==> src/sync_serial_regs.svh <==
`ifndef SYNC_SERIAL_REGS_SVH
`define SYNC_SERIAL_REGS_SVH

// ==========================================================
// Register offsets
`define ADDR_CONTROL_0 8'h00
`define ADDR_CONTROL_1 8'h04
`define ADDR_CONTROL_2 8'h08
`define ADDR_TX_BUFFER 8'h0C
`define ADDR_RX_BUFFER 8'h10
`define ADDR_STATUS 8'h14

// ==========================================================
// Field positions
`define BIT_POWER 7
`define BIT_TXE 6
`define BIT_DIR 4
`define BIT_CKP 4
`define BIT_DAP 3
`define CKS_MSB 2
`define CKS_LSB 0
`define CL_MSB 3
`define CL_LSB 0
`define BIT_BUSY 0
`define BIT_DONE 1

// ==========================================================
// Values
`define CKS_EXTERNAL 3'h7
`define BASE_WORD_BITS 5'h08
`define RESET_CTL 12'h000
`define RESET_DATA 16'h0000

// ==========================================================
// Timing
`define CLK_PERIOD_NS 5
`define HALF_PERIOD_BASE_NS 10
`define HALF_BASE_CYCLES \
  ((`HALF_PERIOD_BASE_NS + `CLK_PERIOD_NS - 1) / `CLK_PERIOD_NS)

`endif

==> src/sync_serial_pkg.sv <==
package sync_serial_pkg;

  typedef enum logic [3:0] {
    XFER_IDLE = 4'b0001,
    XFER_LEAD = 4'b0010,
    XFER_TRAIL = 4'b0100,
    XFER_TAIL = 4'b1000
  } xfer_state_t;

  typedef struct packed {
    logic power;
    logic txe;
    logic dir;
    logic ckp;
    logic dap;
    logic [2:0] cks;
    logic [3:0] cl;
  } serial_ctl_t;

  typedef struct packed {
    logic out;
    logic oe;
  } pin_drive_t;

endpackage

==> src/pin_sync.sv <==
`timescale 1ns/1ps

module pin_sync #(
  parameter logic INIT = 1'b0
) (
  input wire logic clk,
  input wire logic rst_b,
  input wire logic pin,
  output logic level,
  output logic rise,
  output logic fall
);

  logic s1;
  logic s2;
  logic s3;

  // ==========================================================
  // Two-stage synchroniser, third stage only for edges
  always_ff @(posedge clk) begin
    if (!rst_b) begin
      s1 <= INIT;
      s2 <= INIT;
      s3 <= INIT;
    end else begin
      s1 <= pin;
      s2 <= s1;
      s3 <= s2;
    end
  end

  assign level = s2;
  assign rise = s2 & ~s3;
  assign fall = ~s2 & s3;

endmodule

==> src/shift_engine.sv <==
`timescale 1ns/1ps

module shift_engine #(
  parameter int W = 16
) (
  input wire logic clk,
  input wire logic rst_b,
  input wire logic load,
  input wire logic [W-1:0] load_data,
  input wire logic present,
  input wire logic sample,
  input wire logic rx_bit,
  input wire logic dir,
  input wire logic [$clog2(W)-1:0] top_idx,
  output logic out_bit,
  output logic [W-1:0] rx_word
);

  logic [W-1:0] tx_sh;
  logic [W-1:0] next_rx;
  logic [W-1:0] src;

  initial begin
    if (W < 8 || W > 16) begin
      $error("shift_engine: W must be 8 to 16");
    end
  end

  assign src = load ? load_data : tx_sh;

  // ==========================================================
  // Receive shift: MSB first fills from bit 0, LSB first from top
  genvar i;
  generate
    for (i = 0; i < W; i++) begin : g_rx
      logic from_up;
      if (i == W - 1) begin : g_top
        assign from_up = 1'b0;
      end else begin : g_mid
        assign from_up = (i < top_idx) ? rx_word[i+1] : 1'b0;
      end
      if (i == 0) begin : g_low
        assign next_rx[i] = dir ? ((top_idx == 0) ? rx_bit : from_up)
                                : rx_bit;
      end else begin : g_up
        assign next_rx[i] = dir ? ((i == top_idx) ? rx_bit : from_up)
                                : rx_word[i-1];
      end
    end
  endgenerate

  always_ff @(posedge clk) begin
    if (!rst_b) begin
      tx_sh <= '0;
      rx_word <= '0;
    end else if (load) begin
      tx_sh <= load_data;
      rx_word <= '0;
    end else if (sample) begin
      tx_sh <= dir ? (tx_sh >> 1) : (tx_sh << 1);
      rx_word <= next_rx;
    end
  end

  always_ff @(posedge clk) begin
    if (!rst_b) begin
      out_bit <= 1'b0;
    end else if (present) begin
      out_bit <= dir ? src[0] : src[top_idx];
    end
  end

endmodule

==> src/clocked_serial_pin_control.sv <==
`timescale 1ns/1ps
`include "sync_serial_regs.svh"

module clocked_serial_pin_control #(
  parameter int MAX_BITS = 16
) (
  input wire logic clk,
  input wire logic rst_b,
  input wire logic [7:0] reg_addr,
  input wire logic [15:0] reg_wdata,
  input wire logic reg_write,
  input wire logic reg_read,
  output logic [15:0] reg_rdata,
  input wire logic serial_clock_pin_in,
  output logic serial_clock_pin_out,
  output logic serial_clock_pin_oe,
  input wire logic serial_in_pin,
  output logic serial_out_pin
);

  localparam int IDX_W = $clog2(MAX_BITS);
  localparam logic [4:0] MAX_LEN = 5'(MAX_BITS);
  localparam logic [7:0] HALF_BASE = 8'(`HALF_BASE_CYCLES);

  initial begin
    if (MAX_BITS < 8 || MAX_BITS > 16) begin
      $error("MAX_BITS must be 8 to 16");
    end
  end

  sync_serial_pkg::serial_ctl_t ctl;
  sync_serial_pkg::xfer_state_t state;
  sync_serial_pkg::xfer_state_t next_state;
  sync_serial_pkg::pin_drive_t sck_drive;
  logic [MAX_BITS-1:0] tx_buf;
  logic [MAX_BITS-1:0] rx_word;
  logic [4:0] bit_cnt;
  logic [7:0] div_cnt;
  logic sck_level;
  logic done_flag;
  logic so_bit;
  logic sck_sync;
  logic sck_rise;
  logic sck_fall;
  logic si_sync;

  // ==========================================================
  // Register decode
  wire wr_ctl0 = reg_write && reg_addr == `ADDR_CONTROL_0;
  wire wr_ctl1 = reg_write && reg_addr == `ADDR_CONTROL_1;
  wire wr_ctl2 = reg_write && reg_addr == `ADDR_CONTROL_2;
  wire wr_tx = reg_write && reg_addr == `ADDR_TX_BUFFER;
  wire wr_status = reg_write && reg_addr == `ADDR_STATUS;
  wire busy = state != sync_serial_pkg::XFER_IDLE;
  wire start = wr_tx && ctl.power && !busy;

  always_ff @(posedge clk) begin
    if (!rst_b) begin
      ctl <= `RESET_CTL;
    end else begin
      if (wr_ctl0) begin
        ctl.power <= reg_wdata[`BIT_POWER];
        ctl.txe <= reg_wdata[`BIT_TXE];
        ctl.dir <= reg_wdata[`BIT_DIR];
      end
      if (wr_ctl1) begin
        ctl.ckp <= reg_wdata[`BIT_CKP];
        ctl.dap <= reg_wdata[`BIT_DAP];
        ctl.cks <= reg_wdata[`CKS_MSB:`CKS_LSB];
      end
      if (wr_ctl2) begin
        ctl.cl <= reg_wdata[`CL_MSB:`CL_LSB];
      end
    end
  end

  // Buffer writes during a transfer are refused
  always_ff @(posedge clk) begin
    if (!rst_b) begin
      tx_buf <= '0;
    end else if (wr_tx && !busy) begin
      tx_buf <= reg_wdata[MAX_BITS-1:0];
    end
  end

  // ==========================================================
  // Framing selection
  wire ext = ctl.cks == `CKS_EXTERNAL;
  wire idle_level = ~ctl.ckp;
  wire [4:0] len_raw = `BASE_WORD_BITS + {1'b0, ctl.cl};
  wire [4:0] word_len = (len_raw > MAX_LEN) ? MAX_LEN : len_raw;
  wire [IDX_W-1:0] top_idx = IDX_W'(word_len - 5'h01);
  wire last = bit_cnt == word_len - 5'h01;

  // ==========================================================
  // Clock sources
  pin_sync #(
    .INIT(1'b1)
  ) u_sck_sync (
    .clk(clk),
    .rst_b(rst_b),
    .pin(serial_clock_pin_in),
    .level(sck_sync),
    .rise(sck_rise),
    .fall(sck_fall)
  );

  pin_sync #(
    .INIT(1'b0)
  ) u_si_sync (
    .clk(clk),
    .rst_b(rst_b),
    .pin(serial_in_pin),
    .level(si_sync),
    .rise(),
    .fall()
  );

  wire [7:0] half_cycles = HALF_BASE << ctl.cks;
  wire int_tick = busy && !ext && div_cnt == half_cycles - 8'h01;

  always_ff @(posedge clk) begin
    if (!rst_b || !busy || int_tick) begin
      div_cnt <= 8'h00;
    end else begin
      div_cnt <= div_cnt + 8'h01;
    end
  end

  always_ff @(posedge clk) begin
    if (!rst_b) begin
      sck_level <= 1'b1;
    end else if (!busy) begin
      sck_level <= idle_level;
    end else if (int_tick) begin
      sck_level <= ~sck_level;
    end
  end

  // Lead edge leaves the idle level, trail edge returns to it
  wire ext_lead = ctl.ckp ? sck_rise : sck_fall;
  wire ext_trail = ctl.ckp ? sck_fall : sck_rise;
  wire int_lead = int_tick && sck_level == idle_level;
  wire int_trail = int_tick && sck_level != idle_level;
  wire lead_evt = ext ? ext_lead : int_lead;
  wire trail_evt = ext ? ext_trail : int_trail;

  // ==========================================================
  // Transfer sequencer
  wire in_lead = state == sync_serial_pkg::XFER_LEAD && lead_evt;
  wire in_trail = state == sync_serial_pkg::XFER_TRAIL && trail_evt;
  wire in_tail = state == sync_serial_pkg::XFER_TAIL && trail_evt;
  wire present = (start && ctl.dap) || (in_lead && !ctl.dap)
                 || (in_trail && ctl.dap);
  wire sample = (in_lead && ctl.dap) || (in_trail && !ctl.dap);
  wire done_evt = (in_trail && !ctl.dap && last) || in_tail;

  always_comb begin
    next_state = state;
    case (state)
      sync_serial_pkg::XFER_IDLE: begin
        if (start) begin
          next_state = sync_serial_pkg::XFER_LEAD;
        end
      end
      sync_serial_pkg::XFER_LEAD: begin
        if (lead_evt) begin
          next_state = (ctl.dap && last) ? sync_serial_pkg::XFER_TAIL
                                         : sync_serial_pkg::XFER_TRAIL;
        end
      end
      sync_serial_pkg::XFER_TRAIL: begin
        if (trail_evt) begin
          next_state = (!ctl.dap && last) ? sync_serial_pkg::XFER_IDLE
                                          : sync_serial_pkg::XFER_LEAD;
        end
      end
      sync_serial_pkg::XFER_TAIL: begin
        if (trail_evt) begin
          next_state = sync_serial_pkg::XFER_IDLE;
        end
      end
      default: begin
        next_state = sync_serial_pkg::XFER_IDLE;
      end
    endcase
    if (!ctl.power) begin
      next_state = sync_serial_pkg::XFER_IDLE;
    end
  end

  always_ff @(posedge clk) begin
    if (!rst_b) begin
      state <= sync_serial_pkg::XFER_IDLE;
    end else begin
      state <= next_state;
    end
  end

  always_ff @(posedge clk) begin
    if (!rst_b || start) begin
      bit_cnt <= 5'h00;
    end else if (sample) begin
      bit_cnt <= bit_cnt + 5'h01;
    end
  end

  // Completion wins over a software clear in the same cycle
  always_ff @(posedge clk) begin
    if (!rst_b) begin
      done_flag <= 1'b0;
    end else if (done_evt) begin
      done_flag <= 1'b1;
    end else if (wr_status && reg_wdata[`BIT_DONE]) begin
      done_flag <= 1'b0;
    end
  end

  shift_engine #(
    .W(MAX_BITS)
  ) u_engine (
    .clk(clk),
    .rst_b(rst_b),
    .load(start),
    .load_data(reg_wdata[MAX_BITS-1:0]),
    .present(present),
    .sample(sample),
    .rx_bit(si_sync),
    .dir(ctl.dir),
    .top_idx(top_idx),
    .out_bit(so_bit),
    .rx_word(rx_word)
  );

  // ==========================================================
  // Pin drive
  wire first_bit = ctl.dir ? tx_buf[0] : tx_buf[top_idx];
  wire off_so = ctl.txe && ctl.dap && first_bit;
  wire on_so = ctl.txe && so_bit;

  assign sck_drive.oe = !ext;
  assign sck_drive.out = (busy && ctl.power) ? sck_level
                                             : idle_level;
  assign serial_clock_pin_out = sck_drive.out;
  assign serial_clock_pin_oe = sck_drive.oe;
  assign serial_out_pin = ctl.power ? on_so : off_so;

  // ==========================================================
  // Read-back
  wire [15:0] rd_ctl0 = {8'h00, ctl.power, ctl.txe, 1'b0, ctl.dir, 4'h0};
  wire [15:0] rd_ctl1 = {11'h000, ctl.ckp, ctl.dap, ctl.cks};
  wire [15:0] rd_ctl2 = {12'h000, ctl.cl};
  wire [15:0] rd_status = {14'h0000, done_flag, busy};
  wire [15:0] rd_sel =
    (reg_addr == `ADDR_CONTROL_0) ? rd_ctl0 :
    (reg_addr == `ADDR_CONTROL_1) ? rd_ctl1 :
    (reg_addr == `ADDR_CONTROL_2) ? rd_ctl2 :
    (reg_addr == `ADDR_TX_BUFFER) ? 16'(tx_buf) :
    (reg_addr == `ADDR_RX_BUFFER) ? 16'(rx_word) :
    (reg_addr == `ADDR_STATUS) ? rd_status : `RESET_DATA;

  always_ff @(posedge clk) begin
    if (!rst_b) begin
      reg_rdata <= `RESET_DATA;
    end else begin
      reg_rdata <= reg_read ? rd_sel : `RESET_DATA;
    end
  end
endmodule

==> config.mk <==
export PLATFORM = sky130hd
export DESIGN_NAME = clocked_serial_pin_control
export DESIGN_NICKNAME = d
export VERILOG_FILES = /design/src/sync_serial_pkg.sv /design/src/pin_sync.sv /design/src/shift_engine.sv /design/src/clocked_serial_pin_control.sv
export VERILOG_INCLUDE_DIRS = /design/src
export SDC_FILE = /design/constraint.sdc
export NUM_CORES = 1
export LEC_CHECK = 0
export ABC_AREA = 1
export BUFFER_PORTS_ARGS = -buffer_cell sky130_fd_sc_hd__buf_2
export CORE_MARGIN = 4
export CORE_UTILIZATION = 31
export CTS_BUF_LIST = sky130_fd_sc_hd__clkbuf_16
export CTS_CLUSTER_SIZE = 12
export DETAILED_ROUTE_END_ITERATION = 6
export GPL_TIMING_DRIVEN = 0
export HOLD_SLACK_MARGIN = 0.02
export PLACE_DENSITY = 0.5
export SETUP_SLACK_MARGIN = 0.5
export SLEW_MARGIN = 20
export SYNTH_ARGS = -nofsm -noshare
export SYNTH_HDL_FRONTEND = slang
export SYNTH_HIERARCHICAL = 1
export SYNTH_SLANG_ARGS = --single-unit
==> constraint.sdc <==
create_clock -name clk -period 6 [get_ports clk]
set_clock_uncertainty 0.2 [all_clocks]
set_input_delay 0.6 -clock clk [delete_from_list [all_inputs] [get_ports clk]]
set_output_delay 0.6 -clock clk [all_outputs]
set_load 0.02 [all_outputs]
======== After elaboration in Yosys (flattened, before gate mapping) ========
Cells that the tools add are included.
storage, ports and cells
  memory bits (writable) .................. 0
  output and inout bits ................... 19
  ROM bits ................................ 0
  logic and storage cells ................. 220
  flip-flop bits (word level) ............. 101
  bits of input ports ..................... 30
  memories kept ........................... 0
  bits in latches ......................... 0
operators by class
  reductions and logical operators ........ 49
  equal/unequal tests ..................... 35
  multiply operators ...................... 0
  divide/modulo/power cells ............... 0
  add/sub/neg operators ................... 5
  shifts and indexed selects .............. 1
  magnitude comparators ................... 17
  bitwise gates (word level) .............. 8
  mux-type cells .......................... 81
operators with widths
  cell                                                 number
  2-to-1 mux 16 bit                                    6
  2-to-1 mux 1 bit                                     61
  equality test 4 bit, first input constant            8
  logical AND 1 bit                                    28
  < comparator 4 bit, first input constant             7
  2-to-1 mux 8 bit                                     3
  2-to-1 mux 4 bit                                     5
  equality test 3 x 4 -> 1 bit, first input constant   4
  equality test 8 x 4 -> 1 bit, second input constant  2
  equality test 8 x 5 -> 1 bit, second input constant  2
  < comparator 3 x 4 -> 1 bit, first input constant    4
  case mux 4 bit (4 select lines)                      1
  adder 8 x 1 -> 8 bit, second input constant          1
  binary-select mux 1 bit (select 4 bit)               2
  equality test 2 x 4 -> 1 bit, first input constant   2
  equality test 8 x 3 -> 1 bit, second input constant  1
  equality test 8 bit                                  1
  logical NOT 8 bit                                    1
  < comparator 1 x 4 -> 1 bit, first input constant    2
  < comparator 2 x 4 -> 1 bit, first input constant    2
  inequality test 2 bit, second input constant         4
  left shift 2 x 3 -> 8 bit, first input constant      1
  subtractor 8 x 1 -> 8 bit, second input constant     1
  logical OR 1 bit                                     7
  28 further kinds                                     40

======== Longest topological paths before layout ========
Gate-level depths: netlist of the first run.
  depth in word-level cells ............... 11
  mapped depth ............................ 21
  gate-level depth less buffers ........... 20

======== Modules after synthesis ========
Netlist of the first run, hierarchy kept.
by module, submodules not included
  module                      area each (um^2)  sequential area each (um^2)  cells an instance  instances
  clocked_serial_pin_control  3389.5            1261.2                       491                1
  shift_engine                2097.0            660.6                        324                1
  pin_sync (u_si_sync)        100.1             60.1                         13                 1
  pin_sync (u_sck_sync)       93.8              60.1                         12                 1

======== Worst setup path after synthesis of the first run ========
No wires, ideal clock.
  path kind ............................... register to output
  from .................................... register ctl[3] (netlist bit)
  to ...................................... output serial_out_pin
  buffers on the path ..................... 1
  stages on the path, launching flop included .. 12
  arrival ................................. 2.163 ns
  required time ........................... 5.200 ns
  setup slack ............................. 3.037 ns
  path through ............................ dfxtp_1 -> inv_2 -> nand2_4 -> clkbuf_1 -> ha_1 -> inv_1 -> a21oi_1 -> o21ai_0 -> nand3_1 -> nand3_1 -> a21oi_1 -> o21ai_1
between the ends
  cells in the longest elaborated chain, start to end .. 9
RTL lines
  item                                    RTL line                           source
  start, declared                         clocked_serial_pin_control.sv:31   sync_serial_pkg::serial_ctl_t ctl;
  start signal, assigned                  clocked_serial_pin_control.sv:59   ctl <= `RESET_CTL;
  adder 4 x 4 -> 5 bit (no source line)   n/a
  > comparator 5 bit                      clocked_serial_pin_control.sv:91   wire [4:0] word_len = (len_raw > MAX_LEN) ? MAX_LEN : len_raw;
  2-to-1 mux 5 bit                        clocked_serial_pin_control.sv:91
  subtractor 5 x 1 -> 5 bit               n/a
  named net top_idx[0]                    clocked_serial_pin_control.sv:92   wire [IDX_W-1:0] top_idx = IDX_W'(word_len - 5'h01);
  binary-select mux 1 bit (select 4 bit)  clocked_serial_pin_control.sv:237  wire first_bit = ctl.dir ? tx_buf[0] : tx_buf[top_idx];
  2-to-1 mux 1 bit (not written as such)  clocked_serial_pin_control.sv:237
  2-to-1 mux 1 bit                        clocked_serial_pin_control.sv:237
  logical AND 1 bit                       clocked_serial_pin_control.sv:238  wire off_so = ctl.txe && ctl.dap && first_bit;
  2-to-1 mux 1 bit                        clocked_serial_pin_control.sv:246  assign serial_out_pin = ctl.power ? on_so : off_so;
  end, declared                           clocked_serial_pin_control.sv:18   output logic serial_out_pin
The timed path passes the listed nets, and every way through them passes these cells. The select of a mux whose other input is x is not followed.

======== Worst setup path after layout of the first run ========
Same ends and word-level chain as after synthesis.

==> results.txt, run 1 <==
The flow ran to the end, and the final reports show no timing, DRC or antenna violations. The tools report the number of diodes added for antenna fixing as 0. The startpoint kind of the worst setup timing path was a flip-flop. The via density per instance was 5.01. In this run the remaining antenna-violating nets after routing total 0.

The register area was 2020 um2; the post-synthesis area per instance was 6.77 um2. The dominant cell type by count on the critical path is sky130_fd_sc_hd__nand3_1. In this run the power density over the cells is 209 nW/um2. The area of the multi-input gates is 3020 um2, and the total DRC errors in the routed layout is 0. The H-tree level count was 3. The tree is rooted in a sky130_fd_sc_hd__clkbuf_16.

The Yosys step of the flow raised 6 warnings. Entering global routing, the biggest net connects 20 pins. The routed design could run at a clock period as short as 3.91 ns. The run gives 0 as the max-slew violation count.

Summed over all failing endpoints, the final setup total negative slack is 0 ns. The mapped cell area is 5640 um2. When the netlist entered floorplanning its net count stood at 867.

The number of placed instances, taps included, is 1,110. The run gives 0 as the count of cells resized by post-cts repair. The area of the placeable core came out at 17,900 um2. For the worst-skew pair, the clock arrives at the later sink with an insertion delay of 0.36 ns. The die is 143 um wide. The signal on the critical path passes through inv_2 > nand2_4 > clkbuf_1 > ha_1 > inv_1 > o211ai_1 > nand3_1 > nand3_1 > a21oi_1 > o21ai_1 > buf_2. The type of the most critical hold path was input port to flip-flop. Dividing the detail-routed wire length by the instance count gives 16.2 um. The layout overhead on the synthesized area works out to 14.9%.

The logs give 537 for the initial DRC count and 101 for the clock net sink count. The logs give 0 for the quantity of hold-fixing buffers added after cts and 5,642 for the via count of the routed design. The longest individual stage delay on the worst path is 0.63 ns. The number of post-CTS setup repair buffers is 0.

Hold is met by 0.203 ns. The number of endpoints failing setup at the final stage was 0; the total routing resource utilization after global routing was 18.1%. The number of placement rows is 49, and the final wirelength is 18.3 mm. The category of the critical setup timing path was flip-flop to primary output. For the worst setup path, the data required time is 5.20 ns.

The hold violation total from the final report is 0, and the die outline area is 20,400 um2. The logs give 0 for the number of antenna violations at the first check in global routing and 2 for the maximum root-to-sink buffer count. Setup repair after global routing left no endpoint under its margin. The tools report the endpoint type of the worst setup path as a primary output. The count of input and output buffers was 48. In this run the tightest slew margin relative to its limit is 46.7%. Summed over all cells, the static leakage comes to 2.50 nW.

The layout cell share with drive strength beyond 1 works out to 15.5%. The first detailed-routing pass took 5 iterations. The leading cell type in the layout, fill and taps excluded is sky130_fd_sc_hd__nand2_1. At the pin with the least slew margin, the transition time is 0.800 ns. Timing analysis after detailed placement gives a worst setup slack of 2.50 ns. The instance area after placement was 6160 um2; the placer congestion estimate was 0.887. The wire-length estimate of the detail-placed layout is 14.0 mm.

Once layout is complete, the utilization of the core stands at 36.2%. The largest individual stage delay along the critical path comes from the cell sky130_fd_sc_hd__clkbuf_1. The tools report the first-pass GRT wire length as 29.0 mm. For this run the aggregate overflow at the end of global routing stands at 0. After the flow finishes, the layout carries non-filler instances totaling 1,126.

Synthesis handed over a netlist of 833 instances. For this design the top-level I/O count stands at 49. In the post-route analysis, the smallest setup slack over all paths is 2.09 ns. The clock-pin slew reported for the worst setup and hold paths after clock tree synthesis was 0.08 ns; the largest fanout on the critical path was 15.

Data on the critical path arrives at its endpoint at 3.11 ns. The tool flagged a number of max-cap violations equal to 0. The TritonCTS buffer count came out at 9. After routing the design area is 6480 um2. TritonCTS built the clock tree. The final layout contains 926 nets. The library cells used most frequently in the layout, excluding fill and tap cells, are sky130_fd_sc_hd__nand2_1, sky130_fd_sc_hd__dfxtp_1, sky130_fd_sc_hd__inv_1, sky130_fd_sc_hd__a21oi_1, sky130_fd_sc_hd__nor2_1. Based on the critical path, the design can be clocked at up to 256 MHz.

The overall power of the completed layout is 1.35 mW. The number of global-route vias before repair is 5,306. Counting the fill cells in the layout gives 1,966. The category of cells accounting for the largest share of critical-path delay is buffers and inverters. The ratio of final minimum period to clock period was 65.2%. The logs give 0.133 mV for the highest ir drop seen on vdd and 31.5% for the initial standard-cell utilization of the core. The worst path buffer plus inverter count is 4, and the y dimension of the die is 143 um.
## worst min-delay path, stage by stage
cell                      delay [ns]
sky130_fd_sc_hd__buf_2          0.07
sky130_fd_sc_hd__inv_1          0.03
sky130_fd_sc_hd__nand2_1        0.04
## report_power, final
part           leakage (nW)  total [mW]  switching (mW)  internal, mW
Sequential            0.814       0.673         0.00116         0.671
Clock                 0.154       0.631           0.297         0.335
Combinational          1.53      0.0486          0.0345        0.0141
Total                  2.50        1.35           0.333          1.02
## flip-flops by register name (all words and copies together), names as in the netlist, 4 cells and up
signal            flops
u_engine/rx_word     16
u_engine/tx_sh       16
reg_rdata            16
div_cnt               8
ctl                  12
tx_buf               16
bit_cnt               5
state                 4
## path summary, 6_finish.rpt
kind,startpoint,to,slack (ns),depth (start not counted)
worst max-delay path,ctl[3],serial_out_pin,2.09,11
worst min-delay path,serial_clock_pin_in,u_sck_sync/s1,0.20,3
worst max register to register,ctl[5],u_engine/rx_word[2],2.69,18
worst min register to register,u_sck_sync/s1,u_sck_sync/level,0.21,2
## layer usage
layer	part of all wire [%]	vias to the layer above	track usage [%]
met5	0	-	0
met2	46	176	29.4
li1	-	2877	-
met4	2.3	0	6.40
met3	5.3	28	3.22
met1	46	2561	24.2
## final cells by class
| class | instances | share of cell area (%) |
|---|---|---|
| plain buffers | 31 | 3.01 |
| clock buffers | 9 | 3.48 |
| multi-input cells | 597 | 46.6 |
| repair buffers | 48 | 3.71 |
| clock inverters | 7 | 1.39 |
| inverters | 104 | 6.12 |
| flip-flops and latches | 101 | 31.2 |
| well taps | 229 | 4.42 |
No activity file was read; power rests on OpenSTA's default activity.
==> inputs of run 2 (changes only) <==
clock period = 4 ns   (was 6 ns; I/O delays follow)
==> run 2 against run 1 <==
Effect of this change: final area up 0.50%; utilization up 0.18 points; die area unchanged; power up 50%; critical path depth unchanged; clock power up 50%; critical path type unchanged; highest routed layer unchanged.
==> results.txt, run 2 (same netlist as run 1, synthesis figures left out) <==
The run gives 5,313 as the number of global-route vias before repair. Average wire per standard cell: 16.2 um. The wire-length estimate of the detail-placed layout is 14.0 mm. The initial standard-cell utilization of the core was 31.5%. The critical path is of the flip-flop to primary output type. Leaving out fill and tap cells, the most frequent cell in the layout is sky130_fd_sc_hd__nand2_1. The max-slew violation count is 0. In this run the vertical extent of the chip is 143 um. Global routing used 18.1% of the available tracks. The layout cell share with drive strength beyond 1 is 15.8%, and the count of placed standard cells in the final layout, fillers left out is 1,128. TritonCTS built the clock tree. The ratio of final minimum period to clock period is 81.2%. 49 I/O pins were placed. The count of nets left with antenna violations once routing finished came out at 0.

The transition time at the pin with the least slew margin is 0.700 ns. After detailed routing, the number of remaining DRC violations is 0. The tools report the area of the placeable core as 17,900 um2.

Setup repair after global routing left no endpoint under its margin. The largest fanout on the critical path works out to 15. For the number of antenna violations at the first check in global routing, the log shows 0.

The floorplan step defined a die boundary enclosing 20,400 um2. The startpoint kind of the worst setup timing path is a flip-flop. For the hold violation total from the final report, the log shows 0. Counting every sink on the clock net gives 101. Remaining global-route overflow: 0. In the layout the commonest cells are sky130_fd_sc_hd__nand2_1, sky130_fd_sc_hd__dfxtp_1, sky130_fd_sc_hd__inv_1, sky130_fd_sc_hd__a21oi_1, sky130_fd_sc_hd__nor2_1. The number of setup buffers added after CTS is 0. The congestion estimate from routability-driven global placement came to 0.887.

Across the run, the number of max-cap violations was 0. Fill cells in the final layout number 1,968. Entering global routing, the biggest net connects 20 pins. The first detailed-routing pass took 5 iterations. The clock root buffer was sky130_fd_sc_hd__clkbuf_16. For the worst setup path, the data arrival time is 2.65 ns.

The minimum clock period after layout was 3.25 ns. Via density per instance: 5.02. In the final timing run, aggregate negative setup slack is 0 ns. For the H-tree level count, the log shows 3. The logs give 2.52 nW for the leakage component of the power and 532 for the initial DRC count. At the later pin of the worst-skew pair, clock insertion delay measures 0.36 ns.

After routing the design area is 6510 um2. The number of endpoints failing setup at the final stage is 0. STA classifies the critical path endpoint as a primary output.

The run gives 1,110 as the total instance count after detailed placement. In this run the power density over the cells is 312 nW/um2. Relative to the synthesized area, the layout overhead comes to 15.5%.

The count of input and output buffers works out to 48. Horizontal extent of the die: 143 um. 0 antenna diodes ended up in the layout. The tools report the number of placement rows as 49.

The overall power of the completed layout was 2.03 mW; the first-pass GRT wire length was 29.0 mm. The run finished with clean final reports. At the end of the flow, the number of nets in the layout was 928.

Summing over every cut layer, the via total after detailed routing is 5,660. After clock tree synthesis, the clock-pin slew on the worst setup and hold paths is 0.08 ns. The TritonCTS buffer count is 9.

For the relative slew slack, the log shows 53.0%. The clock passes through at most 2 buffers. The type of the most critical hold path was input port to flip-flop. Across the VDD grid, the largest voltage drop is 0.199 mV. Final wirelength: 18.3 mm. Based on the critical path, the design can be clocked at up to 308 MHz. The data required time at the worst endpoint was 3.40 ns. The placed instances occupy a cell area of 6160 um2.
[run 2: final timing paths]
path | end | depth (start not counted) | start | slack, ns
min | ctl[10] | 3 | reg_wdata[6] | 0.13
min reg2reg | u_sck_sync/level | 2 | u_sck_sync/s1 | 0.21
max | serial_out_pin | 11 | ctl[3] | 0.75
max reg2reg | u_engine/rx_word[4] | 19 | ctl[5] | 0.83
[run 2: routing by layer]
layer | vias up | routed length (um) | track usage [%]
met5 | - | 0 | 0
met4 | 0 | 446 | 6.40
met3 | 33 | 962 | 3.22
met2 | 172 | 8600 | 29.5
met1 | 2573 | 8310 | 24.2
li1 | 2882 | - | -
[run 2: worst max-delay path: stages (launching register included)]
cell and delay [ns]:
sky130_fd_sc_hd__dfxtp_1 0.41, sky130_fd_sc_hd__inv_2 0.10, sky130_fd_sc_hd__nand2_4 0.13, sky130_fd_sc_hd__clkbuf_4 0.29, sky130_fd_sc_hd__ha_2 0.35, sky130_fd_sc_hd__inv_1 0.20
sky130_fd_sc_hd__o211ai_1 0.12, sky130_fd_sc_hd__nand3_1 0.09, sky130_fd_sc_hd__nand3_1 0.07, sky130_fd_sc_hd__a21oi_1 0.23, sky130_fd_sc_hd__o21ai_1 0.12, sky130_fd_sc_hd__buf_2 0.17
[run 2: area by class of cell]
class	instances	area, um2	share of cell area (%)
buffer	31	200	3.08
inverter	104	397	6.09
tap	229	287	4.40
clock buffer	9	225	3.46
timing repair buffer	50	260	4.00
multi-input combinational	597	3030	46.5
sequential	101	2020	31.1
clock inverter	7	90.1	1.38
[run 2: stage by stage]
step                      utilization (%)  hold slack (ns)  setup slack [ns]
after floorplan                         -            0.180              1.24
after global placement               34.4            0.186             0.693
after detailed placement             34.4            0.192             0.700
after CTS                            36.3            0.131             0.584
after global routing                 36.4            0.158             0.527
final                                36.4            0.133             0.751
[run 2: timing repair]
action / in CTS / in global routing
resized for setup: 1 / 6
hold buffers: 2 / 0
endpoints found under the setup margin: 1 / 5
hold endpoints to repair: 2 / 0
[run 2: power by group]
part           internal, mW  total [mW]  switching (mW)  leakage (nW)
combinational        0.0224      0.0747          0.0523          1.55
clock                 0.502       0.945           0.443         0.154
sequential             1.01        1.01         0.00173         0.814
